**src/include/modem_ctl_pkg.sv**
```systemverilog
// Shared constants, types and helpers for the modem-control block
package modem_ctl_pkg;

  // Register byte addresses
  localparam logic [31:0] MODEM_CONTROL_OFS = 32'h5000_1110;
  localparam logic [31:0] LINE_STATUS_OFS   = 32'h5000_1114;
  localparam logic [31:0] PIN_VIEW_OFS      = 32'h5000_1118;

  // Field positions inside modem_control
  localparam int RTS_CTL_BIT     = 1;
  localparam int OUT1_CTL_BIT    = 2;
  localparam int OUT2_CTL_BIT    = 3;
  localparam int LOOPBACK_BIT    = 4;
  localparam int AUTO_FLOW_BIT   = 5;
  localparam int INFRARED_BIT    = 6;

  // Reset value and writable bits of modem_control
  localparam logic [15:0] MODEM_CONTROL_RST = 16'h0000;
  localparam logic [15:0] MODEM_CONTROL_WMASK = 16'h007E;

  // Readable bits of line_status; upper byte reads zero
  localparam logic [15:0] LINE_STATUS_RMASK = 16'h00FF;

  // Signalling mode of the serial lines
  typedef enum logic [1:0] {
    LINK_SERIAL = 2'b00,
    LINK_IR     = 2'b01,
    LOOP_SERIAL = 2'b10,
    LOOP_IR     = 2'b11
  } link_mode_t;

  // Full-word address match
  function automatic logic addr_hit(input logic [31:0] addr,
                                    input logic [31:0] ofs);
    return addr == ofs;
  endfunction

  // Mode from loopback and infrared selects
  function automatic link_mode_t mode_of(input logic loop_sel,
                                         input logic ir_sel);
    return link_mode_t'({loop_sel, ir_sel});
  endfunction

endpackage

```
**src/modem_pin_mux.sv**
```systemverilog
// Pin and loopback steering for the serial and modem lines
module modem_pin_mux
  import modem_ctl_pkg::*;
(
  // Mode and control fields
  input  wire logic [1:0] mode_i,
  input  wire logic       rts_ctl_i,
  input  wire logic       out1_ctl_i,
  input  wire logic       out2_ctl_i,
  input  wire logic       rts_block_i,
  // Transmitter side and external inputs
  input  wire logic       core_ser_tx_i,
  input  wire logic       core_ir_tx_n_i,
  input  wire logic       ser_rx_i,
  input  wire logic       ir_rx_i,
  input  wire logic       cts_n_i,
  input  wire logic       dsr_n_i,
  input  wire logic       ring_indicator_in_n_i,
  input  wire logic       dcd_n_i,
  // Next pin and receiver values
  output logic            ser_tx_o,
  output logic            ir_tx_n_o,
  output logic            rts_n_o,
  output logic            usr1_n_o,
  output logic            usr2_n_o,
  output logic            ser_rx_o,
  output logic            ir_rx_o,
  output logic            cts_n_o,
  output logic            dsr_n_o,
  output logic            ring_n_o,
  output logic            dcd_n_o
);

  link_mode_t mode;

  assign mode = link_mode_t'(mode_i);

  // Steer pins and receiver inputs by mode
  always_comb begin
    ser_tx_o  = 1'b1;
    ir_tx_n_o = 1'b1;
    rts_n_o   = ~rts_ctl_i | rts_block_i;
    usr1_n_o  = ~out1_ctl_i;
    usr2_n_o  = ~out2_ctl_i;
    ser_rx_o  = ser_rx_i;
    ir_rx_o   = ir_rx_i;
    cts_n_o   = cts_n_i;
    dsr_n_o   = dsr_n_i;
    ring_n_o  = ring_indicator_in_n_i;
    dcd_n_o   = dcd_n_i;
    case (mode)
      LINK_SERIAL: begin
        ser_tx_o = core_ser_tx_i;
      end
      LINK_IR: begin
        ir_tx_n_o = core_ir_tx_n_i;
      end
      LOOP_SERIAL: begin
        ser_tx_o = 1'b1;
        ser_rx_o = core_ser_tx_i;
      end
      LOOP_IR: begin
        ir_tx_n_o = 1'b0;
        ir_rx_o   = ~core_ser_tx_i;
      end
      default: begin
        ser_tx_o = 1'b1;
      end
    endcase
    // Modem outputs held inactive and fed back in loopback
    if (mode_i[1]) begin
      rts_n_o  = 1'b1;
      usr1_n_o = 1'b1;
      usr2_n_o = 1'b1;
      cts_n_o  = ~rts_ctl_i;
      dsr_n_o  = 1'b1;
      ring_n_o = ~out1_ctl_i;
      dcd_n_o  = ~out2_ctl_i;
    end
  end

endmodule // modem_pin_mux

```
**src/rst_sync.sv**
```systemverilog
// Two-stage release synchroniser for the active-low reset
module rst_sync
  import modem_ctl_pkg::*;
(
  // Clock and raw reset
  input  wire logic ref_clk_i,
  input  wire logic rstn_i,
  // Synchronised reset
  output logic      rstn_o
);

  typedef struct packed {
    logic stage1;
    logic stage2;
  } sync_t;

  sync_t s_q;
  sync_t s_d;

  // Shift a one in after release
  always_comb begin
    s_d        = s_q;
    s_d.stage1 = 1'b1;
    s_d.stage2 = s_q.stage1;
  end

  // Assert at once, release after two edges
  always_ff @(posedge ref_clk_i or negedge rstn_i) begin
    if (!rstn_i) begin
      s_q <= '0;
    end else begin
      s_q <= s_d;
    end
  end

  assign rstn_o = s_q.stage2;

endmodule // rst_sync

```
**src/uart_modem_control_loopback.sv**
```systemverilog
// Modem control register, pin drive and diagnostic loopback
//
// Function
// serial loopback idles transmit high, loops data
// interrupts behave normally during loopback
// serial loopback replaces modem inputs with outputs
// infrared loopback holds pin low, loops inverted
// second user pin is inverse of control
// loopback holds second user pin high, loops
// first user pin is inverse of control
// loopback holds first user pin high, loops
// request pin low while its bit set
// auto flow forces request high above trigger
// loopback holds request pin high, loops bit
// infrared bit picks serial or pulse signalling
// auto flow needs bit and enabled FIFOs
// reset clears fields, reserved bits read zero
module uart_modem_control_loopback
  import modem_ctl_pkg::*;
#(
  parameter int ADDR_W = 32,
  parameter int DATA_W = 32
) (
  // Clock and reset
  input  wire logic              ref_clk_i,
  input  wire logic              rstn_i,
  // Register port
  input  wire logic [ADDR_W-1:0] reg_addr_i,
  input  wire logic [DATA_W-1:0] reg_wdata_i,
  input  wire logic              reg_write_i,
  input  wire logic              reg_read_i,
  output logic      [DATA_W-1:0] reg_rdata_o,
  // Neighbouring UART logic
  input  wire logic              fifo_enable_i,
  input  wire logic              rx_above_trigger_i,
  input  wire logic [15:0]       line_status_i,
  input  wire logic              core_ser_tx_i,
  input  wire logic              core_ir_tx_n_i,
  output logic                   core_ser_rx_o,
  output logic                   core_ir_rx_o,
  output logic                   core_cts_n_o,
  output logic                   core_dsr_n_o,
  output logic                   core_ring_n_o,
  output logic                   core_dcd_n_o,
  output logic                   loopback_select_o,
  output logic                   infrared_mode_enable_o,
  output logic                   auto_flow_enable_o,
  // Serial and modem pins
  input  wire logic              ser_rx_i,
  input  wire logic              ir_rx_i,
  input  wire logic              cts_n_i,
  input  wire logic              dsr_n_i,
  input  wire logic              ring_indicator_in_n_i,
  input  wire logic              dcd_n_i,
  output logic                   ser_tx_o,
  output logic                   ir_tx_n_o,
  output logic                   rts_n_o,
  output logic                   user_output_one_pin_n_o,
  output logic                   user_output_two_pin_n_o
);

  typedef struct packed {
    logic [15:0]       ctl;
    logic [DATA_W-1:0] rdata;
    logic              ser_tx;
    logic              ir_tx_n;
    logic              rts_n;
    logic              usr1_n;
    logic              usr2_n;
    logic              ser_rx;
    logic              ir_rx;
    logic              cts_n;
    logic              dsr_n;
    logic              ring_n;
    logic              dcd_n;
  } state_t;

  state_t s_q;
  state_t s_d;

  logic        rst_n;
  logic [31:0] addr32;
  logic        flow_active;
  logic        rts_block;
  logic        nx_ser_tx;
  logic        nx_ir_tx_n;
  logic        nx_rts_n;
  logic        nx_usr1_n;
  logic        nx_usr2_n;
  logic        nx_ser_rx;
  logic        nx_ir_rx;
  logic        nx_cts_n;
  logic        nx_dsr_n;
  logic        nx_ring_n;
  logic        nx_dcd_n;
  logic [15:0] pin_view;

  // Reset release through two flops
  rst_sync u_rst_sync (
    .ref_clk_i (ref_clk_i),
    .rstn_i    (rstn_i),
    .rstn_o    (rst_n)
  );

  // Address widened or cut to the 32-bit map
  if (ADDR_W >= 32) begin : g_addr_cut
    assign addr32 = reg_addr_i[31:0];
  end else begin : g_addr_pad
    assign addr32 = {{(32 - ADDR_W){1'b0}}, reg_addr_i};
  end

  // Hardware flow control gating of the request pin
  assign flow_active = s_q.ctl[AUTO_FLOW_BIT] & fifo_enable_i;
  assign rts_block   = flow_active & rx_above_trigger_i;

  // Pin and loopback steering
  modem_pin_mux u_pin_mux (
    .mode_i                (mode_of(s_q.ctl[LOOPBACK_BIT],
                                    s_q.ctl[INFRARED_BIT])),
    .rts_ctl_i             (s_q.ctl[RTS_CTL_BIT]),
    .out1_ctl_i            (s_q.ctl[OUT1_CTL_BIT]),
    .out2_ctl_i            (s_q.ctl[OUT2_CTL_BIT]),
    .rts_block_i           (rts_block),
    .core_ser_tx_i         (core_ser_tx_i),
    .core_ir_tx_n_i        (core_ir_tx_n_i),
    .ser_rx_i              (ser_rx_i),
    .ir_rx_i               (ir_rx_i),
    .cts_n_i               (cts_n_i),
    .dsr_n_i               (dsr_n_i),
    .ring_indicator_in_n_i (ring_indicator_in_n_i),
    .dcd_n_i               (dcd_n_i),
    .ser_tx_o              (nx_ser_tx),
    .ir_tx_n_o             (nx_ir_tx_n),
    .rts_n_o               (nx_rts_n),
    .usr1_n_o              (nx_usr1_n),
    .usr2_n_o              (nx_usr2_n),
    .ser_rx_o              (nx_ser_rx),
    .ir_rx_o               (nx_ir_rx),
    .cts_n_o               (nx_cts_n),
    .dsr_n_o               (nx_dsr_n),
    .ring_n_o              (nx_ring_n),
    .dcd_n_o               (nx_dcd_n)
  );

  // Live pin and modem-status snapshot for software
  assign pin_view = {6'h00, flow_active, s_q.dcd_n, s_q.ring_n, s_q.dsr_n,
                     s_q.cts_n, s_q.ir_tx_n, s_q.ser_tx, s_q.usr2_n,
                     s_q.usr1_n, s_q.rts_n};

  // Next state: register writes, read data, pins
  always_comb begin
    s_d       = s_q;
    s_d.rdata = '0;
    if (reg_write_i && addr_hit(addr32, MODEM_CONTROL_OFS)) begin
      s_d.ctl = reg_wdata_i[15:0] & MODEM_CONTROL_WMASK;
    end
    if (reg_read_i) begin
      if (addr_hit(addr32, MODEM_CONTROL_OFS)) begin
        s_d.rdata[15:0] = s_q.ctl & MODEM_CONTROL_WMASK;
      end else if (addr_hit(addr32, LINE_STATUS_OFS)) begin
        s_d.rdata[15:0] = line_status_i & LINE_STATUS_RMASK;
      end else if (addr_hit(addr32, PIN_VIEW_OFS)) begin
        s_d.rdata[15:0] = pin_view;
      end else begin
        s_d.rdata = '0;
      end
    end
    s_d.ser_tx  = nx_ser_tx;
    s_d.ir_tx_n = nx_ir_tx_n;
    s_d.rts_n   = nx_rts_n;
    s_d.usr1_n  = nx_usr1_n;
    s_d.usr2_n  = nx_usr2_n;
    s_d.ser_rx  = nx_ser_rx;
    s_d.ir_rx   = nx_ir_rx;
    s_d.cts_n   = nx_cts_n;
    s_d.dsr_n   = nx_dsr_n;
    s_d.ring_n  = nx_ring_n;
    s_d.dcd_n   = nx_dcd_n;
  end

  // State register; pins idle inactive at reset
  always_ff @(posedge ref_clk_i or negedge rst_n) begin
    if (!rst_n) begin
      s_q         <= '0;
      s_q.ctl     <= MODEM_CONTROL_RST;
      s_q.ser_tx  <= 1'b1;
      s_q.ir_tx_n <= 1'b1;
      s_q.rts_n   <= 1'b1;
      s_q.usr1_n  <= 1'b1;
      s_q.usr2_n  <= 1'b1;
      s_q.ser_rx  <= 1'b1;
      s_q.ir_rx   <= 1'b0;
      s_q.cts_n   <= 1'b1;
      s_q.dsr_n   <= 1'b1;
      s_q.ring_n  <= 1'b1;
      s_q.dcd_n   <= 1'b1;
    end else begin
      s_q <= s_d;
    end
  end

  // Outputs straight from the state register
  assign reg_rdata_o             = s_q.rdata;
  assign ser_tx_o                = s_q.ser_tx;
  assign ir_tx_n_o               = s_q.ir_tx_n;
  assign rts_n_o                 = s_q.rts_n;
  assign user_output_one_pin_n_o = s_q.usr1_n;
  assign user_output_two_pin_n_o = s_q.usr2_n;
  assign core_ser_rx_o           = s_q.ser_rx;
  assign core_ir_rx_o            = s_q.ir_rx;
  assign core_cts_n_o            = s_q.cts_n;
  assign core_dsr_n_o            = s_q.dsr_n;
  assign core_ring_n_o           = s_q.ring_n;
  assign core_dcd_n_o            = s_q.dcd_n;
  assign loopback_select_o       = s_q.ctl[LOOPBACK_BIT];
  assign infrared_mode_enable_o  = s_q.ctl[INFRARED_BIT];
  assign auto_flow_enable_o      = s_q.ctl[AUTO_FLOW_BIT];

  // Helper views of the control fields
  logic lb_q;
  logic ir_q;
  assign lb_q = s_q.ctl[LOOPBACK_BIT];
  assign ir_q = s_q.ctl[INFRARED_BIT];
endmodule // uart_modem_control_loopback
```
**config.mk**
```make
export PLATFORM = sky130hd
export DESIGN_NAME = uart_modem_control_loopback
export DESIGN_NICKNAME = d
export VERILOG_FILES = /design/src/include/modem_ctl_pkg.sv /design/src/modem_pin_mux.sv /design/src/rst_sync.sv /design/src/uart_modem_control_loopback.sv
export SDC_FILE = /design/constraint.sdc
export NUM_CORES = 1
export LEC_CHECK = 0
export BUFFER_PORTS_ARGS = -buffer_cell sky130_fd_sc_hd__buf_2
export CELL_PAD_IN_SITES_DETAIL_PLACEMENT = 1
export CELL_PAD_IN_SITES_GLOBAL_PLACEMENT = 1
export CORE_ASPECT_RATIO = 1.25
export CORE_UTILIZATION = 28
export DETAILED_ROUTE_END_ITERATION = 8
export GPL_TIMING_DRIVEN = 1
export PLACE_DENSITY = 0.87
export SYNTH_ARGS = -nofsm -noshare
export SYNTH_HDL_FRONTEND = slang
export SYNTH_SLANG_ARGS = --single-unit
```
**constraint.sdc**
```tcl
create_clock -name ref_clk_i -period 1.6 [get_ports ref_clk_i]
set_input_delay 0.16 -clock ref_clk_i [delete_from_list [all_inputs] [get_ports ref_clk_i]]
set_output_delay 0.16 -clock ref_clk_i [all_outputs]
set_load 0.05 [all_outputs]
```
* Yosys cells after proc, flatten, opt, wreduce, memory -nomap -nowiden
Index checks and enable logic that the tools add are counted. Widths: inputs -> output; s select.
Word-level totals: bits in registers 29, bits of input ports 94, output and inout port bits 46, word-level logic and storage cells 45
Operators by class: equal/unequal tests 6, multiplexer cells 15, bitwise gates (word level) 7, reductions and logical operators 2
Operators with widths (count):
- $eq 32x31->1 const B | 3
- $mux 10 | 4
- $mux 1 | 10
- $eq 2x2->1 const B | 2
- $not 1->1 | 4
- $and 1x1->1 | 2
- $eq 2x1->1 const B | 1
- $logic_not 2->1 | 1
- $pmux 1 s2 | 1
- $logic_and 1x1->1 | 1
- $or 1x1->1 | 1

* Logic depth before layout (Yosys ltp)
Gate-level depths: netlist (run 1).
word-level depth 5, gate-level depth with buffers 5

* Modules after synthesis
From an unflattened synthesis (run 1), not the netlist that was laid out.
Unflattened totals: cell total of the unflattened synthesis 149, area, all modules 1540.2 µm²
By module, submodules not included:
- uart_modem_control_loopback | instances 1, cells each 127, area an instance 1356.3 µm², seq. area each 688.2 µm²
- modem_pin_mux | instances 1, cells each 19, area an instance 130.1 µm², seq. area each 0.0 µm²
- rst_sync | instances 1, cells each 3, area an instance 53.8 µm², seq. area each 50.0 µm²

* Worst setup path after synthesis (run 1)
Ideal clock, no wire load.
kind input to register, start input reg_addr_i[5], end register s_q, in the netlist auto_flow_enable_o, setup time 125 ps, data arrival time 1375 ps, data required time 1475 ps, setup slack 100 ps, stages 4, path buffers 0, cell sequence nor4b_2 nand4_2 nor4_4 mux2_4
Between the ends: cells in the longest elaborated chain, start to end 2
RTL lines:
- start: declaration | RTL line uart_modem_control_loopback.sv:28 | input wire logic [ADDR_W-1:0] reg_addr_i,
- $eq 32x31->1 | RTL line modem_ctl_pkg.sv:35 | return addr == ofs;
- $logic_and 1x1->1 | RTL line uart_modem_control_loopback.sv:154 | if (reg_write_i && addr_hit(addr32, MODEM_CONTROL_OFS)) begin
- end: declaration | RTL line uart_modem_control_loopback.sv:78 | state_t s_q;
No other way between the ends. A chain may end at the register's enable or synchronous reset.

* Final worst setup path (run 1)
start register s_q, in the netlist loopback_select_o, end output loopback_select_o
RTL lines:
- end: declaration | RTL line uart_modem_control_loopback.sv:45 | output logic loopback_select_o,
No word-level cell between the ends.

==> results of run 1 <==
final timing paths:
kind | slack (ns) | to
setup / recovery | 0.17 | loopback_select_o
hold / removal | 0.07 | core_dsr_n_o
setup reg to reg | 0.47 | core_ser_rx_o
hold reg to reg | 0.24 | core_ir_rx_o
max in group asynchronous | 1.05 | core_cts_n_o
min in group asynchronous | 0.19 | u_rst_sync.s_d[0]
area by class of cell:
type	instances	area, um^2
Fill cell	670	3300
Sequential cell	29	738
Multi-Input combinational cell	93	674
Timing Repair Buffer	89	475
Clock buffer	8	80.1
Tap cell	64	80.1
Inverter	12	58.8
synth_stat cells:
library cell  number
buf_1              1
nor4b_4            4
conb_1             2
or2_2              1
nand4_1            1
nand4bb_1          1
nor4_1             1
nand4_2            1
and4_1             1
inv_1             11
buf_2              1
nor2_1            11
mux2_2             1
or3_1              1
buf_4             22
nand3b_1           1
nand2b_1           3
nand3_2            1
nor4_4             2
o221ai_1           1
clkbuf_1           2
nor4bb_1           1
nand2_1            5
a22oi_1            2
o21ai_0            3
nand3_1            1
nor3_1             5
bufinv_8           1
a21oi_1           10
dfrtp_1           19
nor2b_1            1
nor4b_2            2
dfstp_2           10
mux2i_1            3
mux2_4             6
routing by layer:
layer	vias to the layer above	track usage
met2	45	0.270
met4	0	0.0445
met5	-	0
met3	4	0.0353
met1	607	0.136
li1	605	-
power groups by stage:
stage	logic (uW)	registers, uW	clock network, uW
5_1_grt	345	758	596
3_5_place_dp	323	769	0
4_1_cts	325	757	577
2_1_floorplan	209	812	0
3_3_place_gp	315	769	0
6_report	323	757	554
through the flow:
step	instance area [um^2]	total power, uW	utilization	hold slack (ns)
3_5_place_dp	2020	1090	0.373	-0.0496
4_1_cts	2110	1660	0.390	0.0672
3_3_place_gp	2020	1080	0.373	-0.0545
5_1_grt	2110	1700	0.390	0.0707
6_report	2110	1630	0.390	0.0744
2_1_floorplan	1650	1020	-	-0.136
cells by family (layout without fill, tap and decap cells):
logic type / Yosys count / count (layout) / share of synthesized area
buffers and inverters: 38 / 109 / 0.153
multiplexers: 10 / 10 / 0.0835
other: 2 / 23 / 0.00477
flip-flops: 29 / 29 / 0.469
AND/OR/NAND/NOR: 44 / 44 / 0.234
AO/OA/AOI/OAI: 16 / 16 / 0.0564
==> reports/qor.yml, run 1 <==
floorplan:
  num_rows: 30
  start_util: 0.291
  io_pins: 140
  fp.coreArea_mm2: 0.00541
  fp.dieArea_mm2: 0.00593
  die_w_um: 69.1
  die_h_um: 85.8
final_layout:
  drive_gt1_frac: 0.528
  instances_no_fill: 295
  mostFrequentLayoutCells: "buf_2, conb_1, dfrtp_1"
  finalNetCount: 324
  largest_reg_flops: 10
  syn_to_final_growth_pct: 33.9
  final_common_cell: "buf_2"
  antenna_cells: 0
global_routing:
  grt_usage: 0.136
  antenna_found_initial: 0
  grt_pass1_wl_um: 6290
  grt_pass1_vias: 1305
  grt_max_degree: 28
  grt.overflow.total: 0
clock_tree:
  cts_tree: "yes"
  cts.sinks: 29
  ctsLongestPathBuffers: 2
  h-tree-depth: 2
  cts_buffers: 5
  post_cts_resized: 0
  postCtsSetupRepairBufs: 0
  clock_latency_ns: 0.27
  cts_hold_buf: 1
  clk_pin_slew_ns: 0.06
  root_buffer: "clkbuf_8"
detailed_routing:
  drt-met1-wl_um: 1410
  route.met2.wl_um: 2320
  drcViolationCount: 0
  drt_pre_antenna_iters: 6
  highest_layer: "met4"
  wl_met3_um: 252
  wire_per_inst_um: 13.6
  antenna_left: 0
  vias: 1261
  drtIter0Drc: 64
  wirelength_um: 4020
  vias_per_cell: 4.27
power_and_ir_drop:
  internal_power_uw: 1160
  swShare: 0.293
  p_comb_frac: 0.198
  pwr-share-clk: 0.339
  p_seq_frac: 0.463
  power_density_mw_per_mm2: 776
  p_sw_uw: 479
  leakagePower_uw: 0.00111
  ir_worst_vdd_v: 0.000271
logic_synthesis:
  synth_area_mm2: 0.00157
  synth.avg_cell_area_um2: 11.3
  yosys-top-cells-area: "dfrtp_1, dfstp_2, buf_4"
  synth_top_area_cell: "dfrtp_1"
  ys_seq_area_frac: 0.469
  ys_warn_count: 0
  synth_cell_types: 35
  yosysTopAreaCellShare: 0.302
  synthCells: 139
  synth_seq_cells: 29
worst_setup_path:
  critPathMaxFanout: 14
  r2r_start: "loopback_select_o"
  slowest_stage: "dfrtp_1"
  endpoint_kind: "output pin"
  worstPathRequired_ns: 1.44
  crit_chain: "buf_2"
  cp_top_family: "flip-flops"
  worst_r2r_path_depth: 2
  critPathBufInv: 1
  critPathMaxStageDelay_ns: 0.64
  crit_type: "register to output pin"
  worstSetupStartpointType: "register"
  cp.arrival_ns: 1.27
  crit_start: "loopback_select_o"
  cp.depth: 1
placed_design:
  placed_cells: 286
  place.gp.congestion: 0.738
  dpl.hpwl_um: 3300
  dp_slack_ns: -0.0759
  io_buffer_count: 83
timing:
  rsz0062_at_grt: "false"
  period_share: 0.897
  hold_violations: 0
  tns_ns: 0
  maxSlewViolCount: 0
  setup_violations: 0
  max_clock_freq_mhz: 697
  fin_worst_skew_ns: 0.00675
  timing.final.crit_period_ns: 1.43
  timing.final.ws_setup_ns: 0.165
worst_hold_path:
  hold_depth: 2
  hold_class: "input port to register"
  hold_start: "dsr_n_i"
run:
  max_cap_viol_count: 0
status:
  status: "completed"
Note: power is estimated with default switching activity, not from simulation.
==> inputs of run 2 (changes only) <==
--- a/config.mk
+++ b/config.mk
@@ -5,14 +5,15 @@
 export SDC_FILE = /design/constraint.sdc
 export NUM_CORES = 1
 export LEC_CHECK = 0
-export BUFFER_PORTS_ARGS = -buffer_cell sky130_fd_sc_hd__buf_2
+export ABC_AREA = 1
+export BUFFER_PORTS_ARGS = -buffer_cell sky130_fd_sc_hd__buf_4
 export CELL_PAD_IN_SITES_DETAIL_PLACEMENT = 1
 export CELL_PAD_IN_SITES_GLOBAL_PLACEMENT = 1
 export CORE_ASPECT_RATIO = 1.25
-export CORE_UTILIZATION = 28
+export CORE_UTILIZATION = 29
 export DETAILED_ROUTE_END_ITERATION = 8
 export GPL_TIMING_DRIVEN = 1
-export PLACE_DENSITY = 0.87
+export PLACE_DENSITY = 0.88
 export SYNTH_ARGS = -nofsm -noshare
 export SYNTH_HDL_FRONTEND = slang
 export SYNTH_SLANG_ARGS = --single-unit
==> reports/qor.yml, run 2 <==
status:
  status: "finished, violations left"  # was completed
  violations: "DRC"
power_and_ir_drop:
  p_comb_frac: 0.215  # was 0.198
  pwr-share-clk: 0.346  # was 0.339
  p_seq_frac: 0.440  # was 0.463
  leakagePower_uw: 0.00138  # was 0.00111 uW
  ir_worst_vdd_v: 0.000439  # was 0.000271 V
  swShare: 0.290  # was 0.293
  internal_power_uw: 1220  # was 1160 uW
  p_sw_uw: 500  # was 479 uW
  power_density_mw_per_mm2: 673  # was 776 mW/mm^2
clock_tree:
  h-tree-depth: 2  # unchanged
  post_cts_resized: 0  # unchanged
  cts.sinks: 29  # unchanged
  clk_pin_slew_ns: 0.06  # about the same
  cts_buffers: 5  # unchanged
  clock_latency_ns: 0.28  # was 0.27 ns
  cts_tree: "yes"  # unchanged
  root_buffer: "clkbuf_8"  # unchanged
  ctsLongestPathBuffers: 2  # unchanged
placed_design:
  io_buffer_count: 83  # unchanged
  dpl.hpwl_um: 3810  # was 3300 um
  place.gp.congestion: 0.776  # was 0.738
  post_dp_cell_area_mm2: 0.00246  # was 0.00202 mm^2
global_routing:
  grt.overflow.total: 0  # unchanged
  grt_usage: 0.149  # was 0.136
  grt.busiest_layer: "met2"  # unchanged
  grt_max_degree: 28  # unchanged
  grt_pass1_vias: 1708  # was 1305
  grt.met1_usage: 0.166  # was 0.136
  met2_usage: 0.272  # was 0.270
  antenna_found_initial: 0  # unchanged
  grt_pass1_wl_um: 7610  # was 6290 um
  met3_usage: 0.0257  # was 0.0353
worst_setup_path:
  critPathMaxStageDelay_ns: 0.51  # was 0.64 ns
  endpoint_kind: "output pin"  # unchanged
  critPathBufInv: 1  # unchanged
  crit_type: "register to output pin"  # unchanged
  critPathMaxFanout: 9  # was 14
  slowest_stage: "dfrtp_1"  # unchanged
  crit_chain: "buf_4"  # was buf_2
  worstPathRequired_ns: 1.44  # about the same
  cp.arrival_ns: 1.05  # was 1.27 ns
  worstSetupStartpointType: "register"  # unchanged
  cp_top_family: "flip-flops"  # unchanged
final_layout:
  finalInstanceArea_mm2: 0.00256  # was 0.00211 mm^2
  syn_to_final_growth_pct: 39.7  # was 33.9%
  final_common_cell: "buf_4"  # was buf_2
  antenna_cells: 0  # unchanged
  finalNetCount: 408  # was 324
  largest_reg_flops: 10  # unchanged
  drive_gt1_frac: 0.465  # was 0.528
  mostFrequentLayoutCells: "buf_4, nand2_1, inv_1"  # was buf_2, conb_1, dfrtp_1
logic_synthesis:
  yosysMostFrequentCell: "nand2_1"  # was buf_4
  synthFlopType: "dfrtp_1"  # unchanged
  synth_cell_types: 27  # was 35
  synth_top_area_cell: "dfrtp_1"  # unchanged
  yosysTopAreaCellShare: 0.260  # was 0.302
  synth_edf_count: 0  # unchanged
  postSynth.asyncResetShare: 1.00  # unchanged
  synth.avg_cell_area_um2: 8.18  # was 11.3 um^2
  yosys-top-cells-area: "dfrtp_1, dfstp_2, buf_4"  # unchanged
  synth_seq_cells: 29  # unchanged
  synthCells: 224  # was 139
  ys_seq_area_frac: 0.403  # was 0.469
  synthTopCellsByCount: "nand2_1, inv_1, nor2_1, buf_4, nand3_1"  # was buf_4, dfrtp_1, inv_1, nor2_1
  ys_warn_count: 0  # unchanged
  synth_area_mm2: 0.00183  # was 0.00157 mm^2
detailed_routing:
  wire_per_inst_um: 11.5  # was 13.6 um
  vias_per_cell: 4.11  # was 4.27
  antenna_left: 0  # unchanged
  drcViolationCount: 1  # was 0
  wirelength_um: 4610  # was 4020 um
  vias: 1640  # was 1261
  drt_pre_antenna_iters: 6  # unchanged
  drtIter0Drc: 54  # was 64
timing:
  period_share: 0.756  # was 0.897
  hold_violations: 0  # unchanged
  fin_worst_skew_ns: 0.00381  # was 0.00675 ns
  setup_violations: 0  # unchanged
  tns_ns: 0  # unchanged
  maxSlewViolCount: 0  # unchanged
  rsz0062_at_grt: "false"  # unchanged
  max_clock_freq_mhz: 827  # was 697 MHz
  timing.final.crit_period_ns: 1.21  # was 1.43 ns
floorplan:
  fp.coreArea_mm2: 0.00613  # was 0.00541 mm^2
  die_h_um: 90.9  # was 85.8 um
  fp.dieArea_mm2: 0.00664  # was 0.00593 mm^2
  num_rows: 32  # was 30
  io_pins: 140  # unchanged
  start_util: 0.299  # was 0.291
  die_w_um: 73.1  # was 69.1 um
worst_hold_path:
  hold_class: "input port to register"  # unchanged
run:
  max_cap_viol_count: 0  # unchanged
[run 2: changes by cell type in the layout (fill, tap and decap cells not counted), moves of 4 or more]
cell	delta
nor2_1	+12
mux2_4	-6
nor4b_4	-4
nand3_1	+21
buf_2	-83
o21ai_2	+6
inv_1	+20
inv_2	+6
nor2_2	+7
nor3_1	-5
nand2_2	+6
buf_4	+82
nand2_1	+29
nand3_2	+5
[run 2: layer usage]
metal	up-vias	share of wire
met5	-	0
met4	0	0.022
met3	6	0.061
met2	62	0.55
met1	753	0.37
li1	819	-
[run 2: timing repair]
action                                 4_1_cts  5_1_grt
buffers inserted                             0        0
endpoints found under the hold margin        2        0
hold buffers                                 1        0
[run 2: final cells by class]
type | count | area (um^2)
inverters | 37 | 139
well taps | 85 | 106
flip-flops and latches | 29 | 738
repair buffers | 87 | 656
fillers | 779 | 3570
multi-input cells | 154 | 833
clock buffers | 7 | 86.3
[run 2: worst paths after layout]
kind	end	cells after the start	start	slack, ns
hold reg to reg	reg_rdata_o[8]	1	u_rst_sync.rstn_o	0.23
hold / removal	core_dsr_n_o	2	dsr_n_i	0.07
setup reg to reg	reg_rdata_o[4]	4	loopback_select_o	0.48
min in group asynchronous	u_rst_sync.rstn_o	2	rstn_i	0.21
setup / recovery	loopback_select_o	1	loopback_select_o	0.39
max in group asynchronous	ir_tx_n_o	1	u_rst_sync.rstn_o	1.07
[run 2: kinds of logic (layout without fill, tap and decap cells)]
group | count (synthesis) | count (layout) | share of synthesized area
simple gates | 109 | 109 | 0.330
other cells | 2 | 23 | 0.00410
flops | 29 | 29 | 0.403
buf+inv | 62 | 131 | 0.185
compound gates | 22 | 22 | 0.0779
[run 2: power groups by stage]
stage | combinational (uW) | clock (uW) | sequential (uW)
6_report | 370 | 596 | 757
5_1_grt | 398 | 652 | 758
4_1_cts | 373 | 615 | 757
3_5_place_dp | 371 | 0 | 769
3_3_place_gp | 364 | 0 | 769
2_1_floorplan | 211 | 0 | 812
[run 2: through the flow]
stage           util  total power [uW]  hold slack, ns  instances  worst slack, ns
2_1_floorplan      -              1020          -0.136        245            0.349
3_3_place_gp   0.402              1130         -0.0577        391            0.309
3_5_place_dp   0.402              1140         -0.0568        391            0.256
4_1_cts        0.418              1750          0.0619        399            0.376
5_1_grt        0.418              1810          0.0648        399            0.338
6_report       0.418              1720          0.0691        399            0.391
==> inputs of run 3 (changes only) <==
--- a/config.mk
+++ b/config.mk
@@ -5,15 +5,15 @@
 export SDC_FILE = /design/constraint.sdc
 export NUM_CORES = 1
 export LEC_CHECK = 0
-export ABC_AREA = 1
+export ABC_AREA = 0
 export BUFFER_PORTS_ARGS = -buffer_cell sky130_fd_sc_hd__buf_4
 export CELL_PAD_IN_SITES_DETAIL_PLACEMENT = 1
 export CELL_PAD_IN_SITES_GLOBAL_PLACEMENT = 1
 export CORE_ASPECT_RATIO = 1.25
-export CORE_UTILIZATION = 29
+export CORE_UTILIZATION = 23
 export DETAILED_ROUTE_END_ITERATION = 8
 export GPL_TIMING_DRIVEN = 1
-export PLACE_DENSITY = 0.88
+export PLACE_DENSITY = 0.77
 export SYNTH_ARGS = -nofsm -noshare
 export SYNTH_HDL_FRONTEND = slang
 export SYNTH_SLANG_ARGS = --single-unit
==> constraint.sdc (replaced) <==
create_clock -name ref_clk_i -period 1 [get_ports ref_clk_i]
set_input_delay 0.1 -clock ref_clk_i [delete_from_list [all_inputs] [get_ports ref_clk_i]]
set_output_delay 0.1 -clock ref_clk_i [all_outputs]
set_load 0.05 [all_outputs]
==> reports/qor.yml, run 3 (same netlist as run 1, synthesis figures left out) <==
status:
  status: "finished, violations left"  # unchanged
  violations: "setup timing"  # was DRC
final_layout:
  drive_gt1_frac: 0.636  # was 0.465
  antenna_cells: 0  # unchanged
  final_common_cell: "buf_4"  # unchanged
  mostFrequentLayoutCells: "buf_4, buf_6, conb_1"  # was buf_4, nand2_1, inv_1
  largest_reg_flops: 10  # unchanged
  syn_to_final_growth_pct: 78.2  # was 39.7%
  final_core_util: 0.425  # was 0.418
  finalNetCount: 343  # was 408
  instances_no_fill: 337  # was 399
detailed_routing:
  antenna_left: 0  # unchanged
  drtIter0Drc: 86  # was 54
  vias_per_cell: 4.07  # was 4.11
  wirelength_um: 5030  # was 4610 um
  wire_per_inst_um: 14.9  # was 11.5 um
  vias: 1371  # was 1640
  drt_pre_antenna_iters: 3  # was 6
  drcViolationCount: 0  # was 1
worst_setup_path:
  worstPathRequired_ns: 1.17  # was 1.44 ns
  r2r_start: "infrared_mode_enable_o"  # was loopback_select_o
  worstSetupStartpointType: "input port"  # was register
  critPathMaxFanout: 6  # was 9
  endpoint_kind: "register"  # was output pin
  critPathMaxStageDelay_ns: 0.31  # was 0.51 ns
  cp.arrival_ns: 1.37  # was 1.05 ns
  slowest_stage: "mux2_4"  # was dfrtp_1
  crit_start: "reg_addr_i[23]"  # was loopback_select_o
  crit_chain: "buf_6 -> nor4_4 -> nand2_2 -> nor4_4 -> buf_6 -> mux2_4"  # was buf_4
  crit_type: "input port to register"  # was register to output pin
timing:
  max_clock_freq_mhz: 835
  rsz0062_at_grt: "true"  # was false
  fin_worst_skew_ns: 0.00835  # was 0.00381 ns
  maxSlewViolCount: 0  # unchanged
  period_share: 1.20
  timing.final.ws_setup_ns: -0.197  # was 0.391 ns
  setup_violations: 29  # was 0
  hold_violations: 0  # unchanged
  timing.final.crit_period_ns: 1.20
power_and_ir_drop:
  power_density_mw_per_mm2: 1120  # was 673 mW/mm^2
  ir_worst_vdd_v: 0.000510  # was 0.000439 V
  p_total_uw: 3150  # was 1720 uW
  leakagePower_uw: 0.00138  # about the same
floorplan:
  fp.coreArea_mm2: 0.00661  # was 0.00613 mm^2
  start_util: 0.238  # was 0.299
  die_h_um: 94.5  # was 90.9 um
  fp.dieArea_mm2: 0.00718  # was 0.00664 mm^2
  die_w_um: 76.0  # was 73.1 um
  num_rows: 33  # was 32
  io_pins: 140  # unchanged
clock_tree:
  root_buffer: "clkbuf_8"  # unchanged
  h-tree-depth: 2  # unchanged
  clk_pin_slew_ns: 0.07  # was 0.06 ns
  clock_latency_ns: 0.29  # was 0.28 ns
  cts_tree: "yes"  # unchanged
  cts_buffers: 5  # unchanged
  ctsLongestPathBuffers: 2  # unchanged
  cts.sinks: 29  # unchanged
placed_design:
  io_buffer_count: 83  # unchanged
  dpl.hpwl_um: 3600  # was 3810 um
  placed_cells: 316  # was 391
  place.gp.congestion: 0.741  # was 0.776
global_routing:
  antenna_found_initial: 0  # unchanged
  grt_max_degree: 28  # unchanged
  grt.overflow.total: 0  # unchanged
  grt_pass1_vias: 1497  # was 1708
  grt_pass1_wl_um: 7730  # was 7610 um
  grt_usage: 0.143  # was 0.149
worst_hold_path:
  hold_start: "dsr_n_i"  # unchanged
  hold_class: "input port to register"  # unchanged
run:
  max_cap_viol_count: 0  # unchanged
==> run 3: per-layer routing <==
layer | vias up | track usage | wire [um]
met4 | 0 | 0.0769 | 183
li1 | 645 | - | -
met1 | 661 | 0.137 | 1730
met5 | - | 0 | 0
met3 | 13 | 0.0357 | 237
met2 | 52 | 0.281 | 2880
==> run 3: critical path, delay by kind of cell <==
kind / cells / cell delay (ns)
buffers and inverters: 2 / 0.27
and+or+nand+nor: 3 / 0.68
muxes: 1 / 0.31
==> run 3: power by group <==
group	internal (uW)	switching (uW)	leakage (uW)
sequential	1200	14.0	0.000360
combinational	279	396	0.000965
clock	811	447	0.0000585
==> run 3: worst paths after layout <==
kind                                           to  slack, ns  depth (start not counted)
worst max-delay path            loopback_select_o      -0.20                          6
worst min-delay path                 core_dsr_n_o       0.02                          2
worst max register to register      core_ser_rx_o      -0.08                          3
worst min register to register  loopback_select_o       0.21                          1
max in group asynchronous                 rts_n_o       0.55                          1
min in group asynchronous       u_rst_sync.rstn_o       0.14                          2
==> run 3: layout make-up <==
| type | count | area [um^2] |
|---|---|---|
| fillers | 764 | 3800 |
| repair buffers | 108 | 1000 |
| multi-input cells | 93 | 778 |
| flip-flops and latches | 29 | 741 |
| well taps | 87 | 109 |
| clock buffers | 7 | 86.3 |
| inverters | 12 | 58.8 |
| clock inverters | 1 | 30.0 |
==> run 3: through the flow <==
stage	hold slack, ns	worst slack (ns)	cell area, um^2	TNS, ns
2_1_floorplan	-0.196	-0.426	1690	-5.68
3_3_place_gp	-0.117	-0.484	2340	-6.46
3_5_place_dp	-0.116	-0.527	2340	-6.60
4_1_cts	0.00677	-0.180	2710	-2.56
5_1_grt	0.0152	-0.252	2810	-4.17
6_report	0.0162	-0.197	2810	-2.91
==> run 3: what timing repair did <==
action	CTS	global route
endpoints found under the hold margin	2	0
hold buffers	1	0
pin swaps	12	10
setup endpoints to repair	28	34
buffers inserted	11	2
resized for setup	44	20
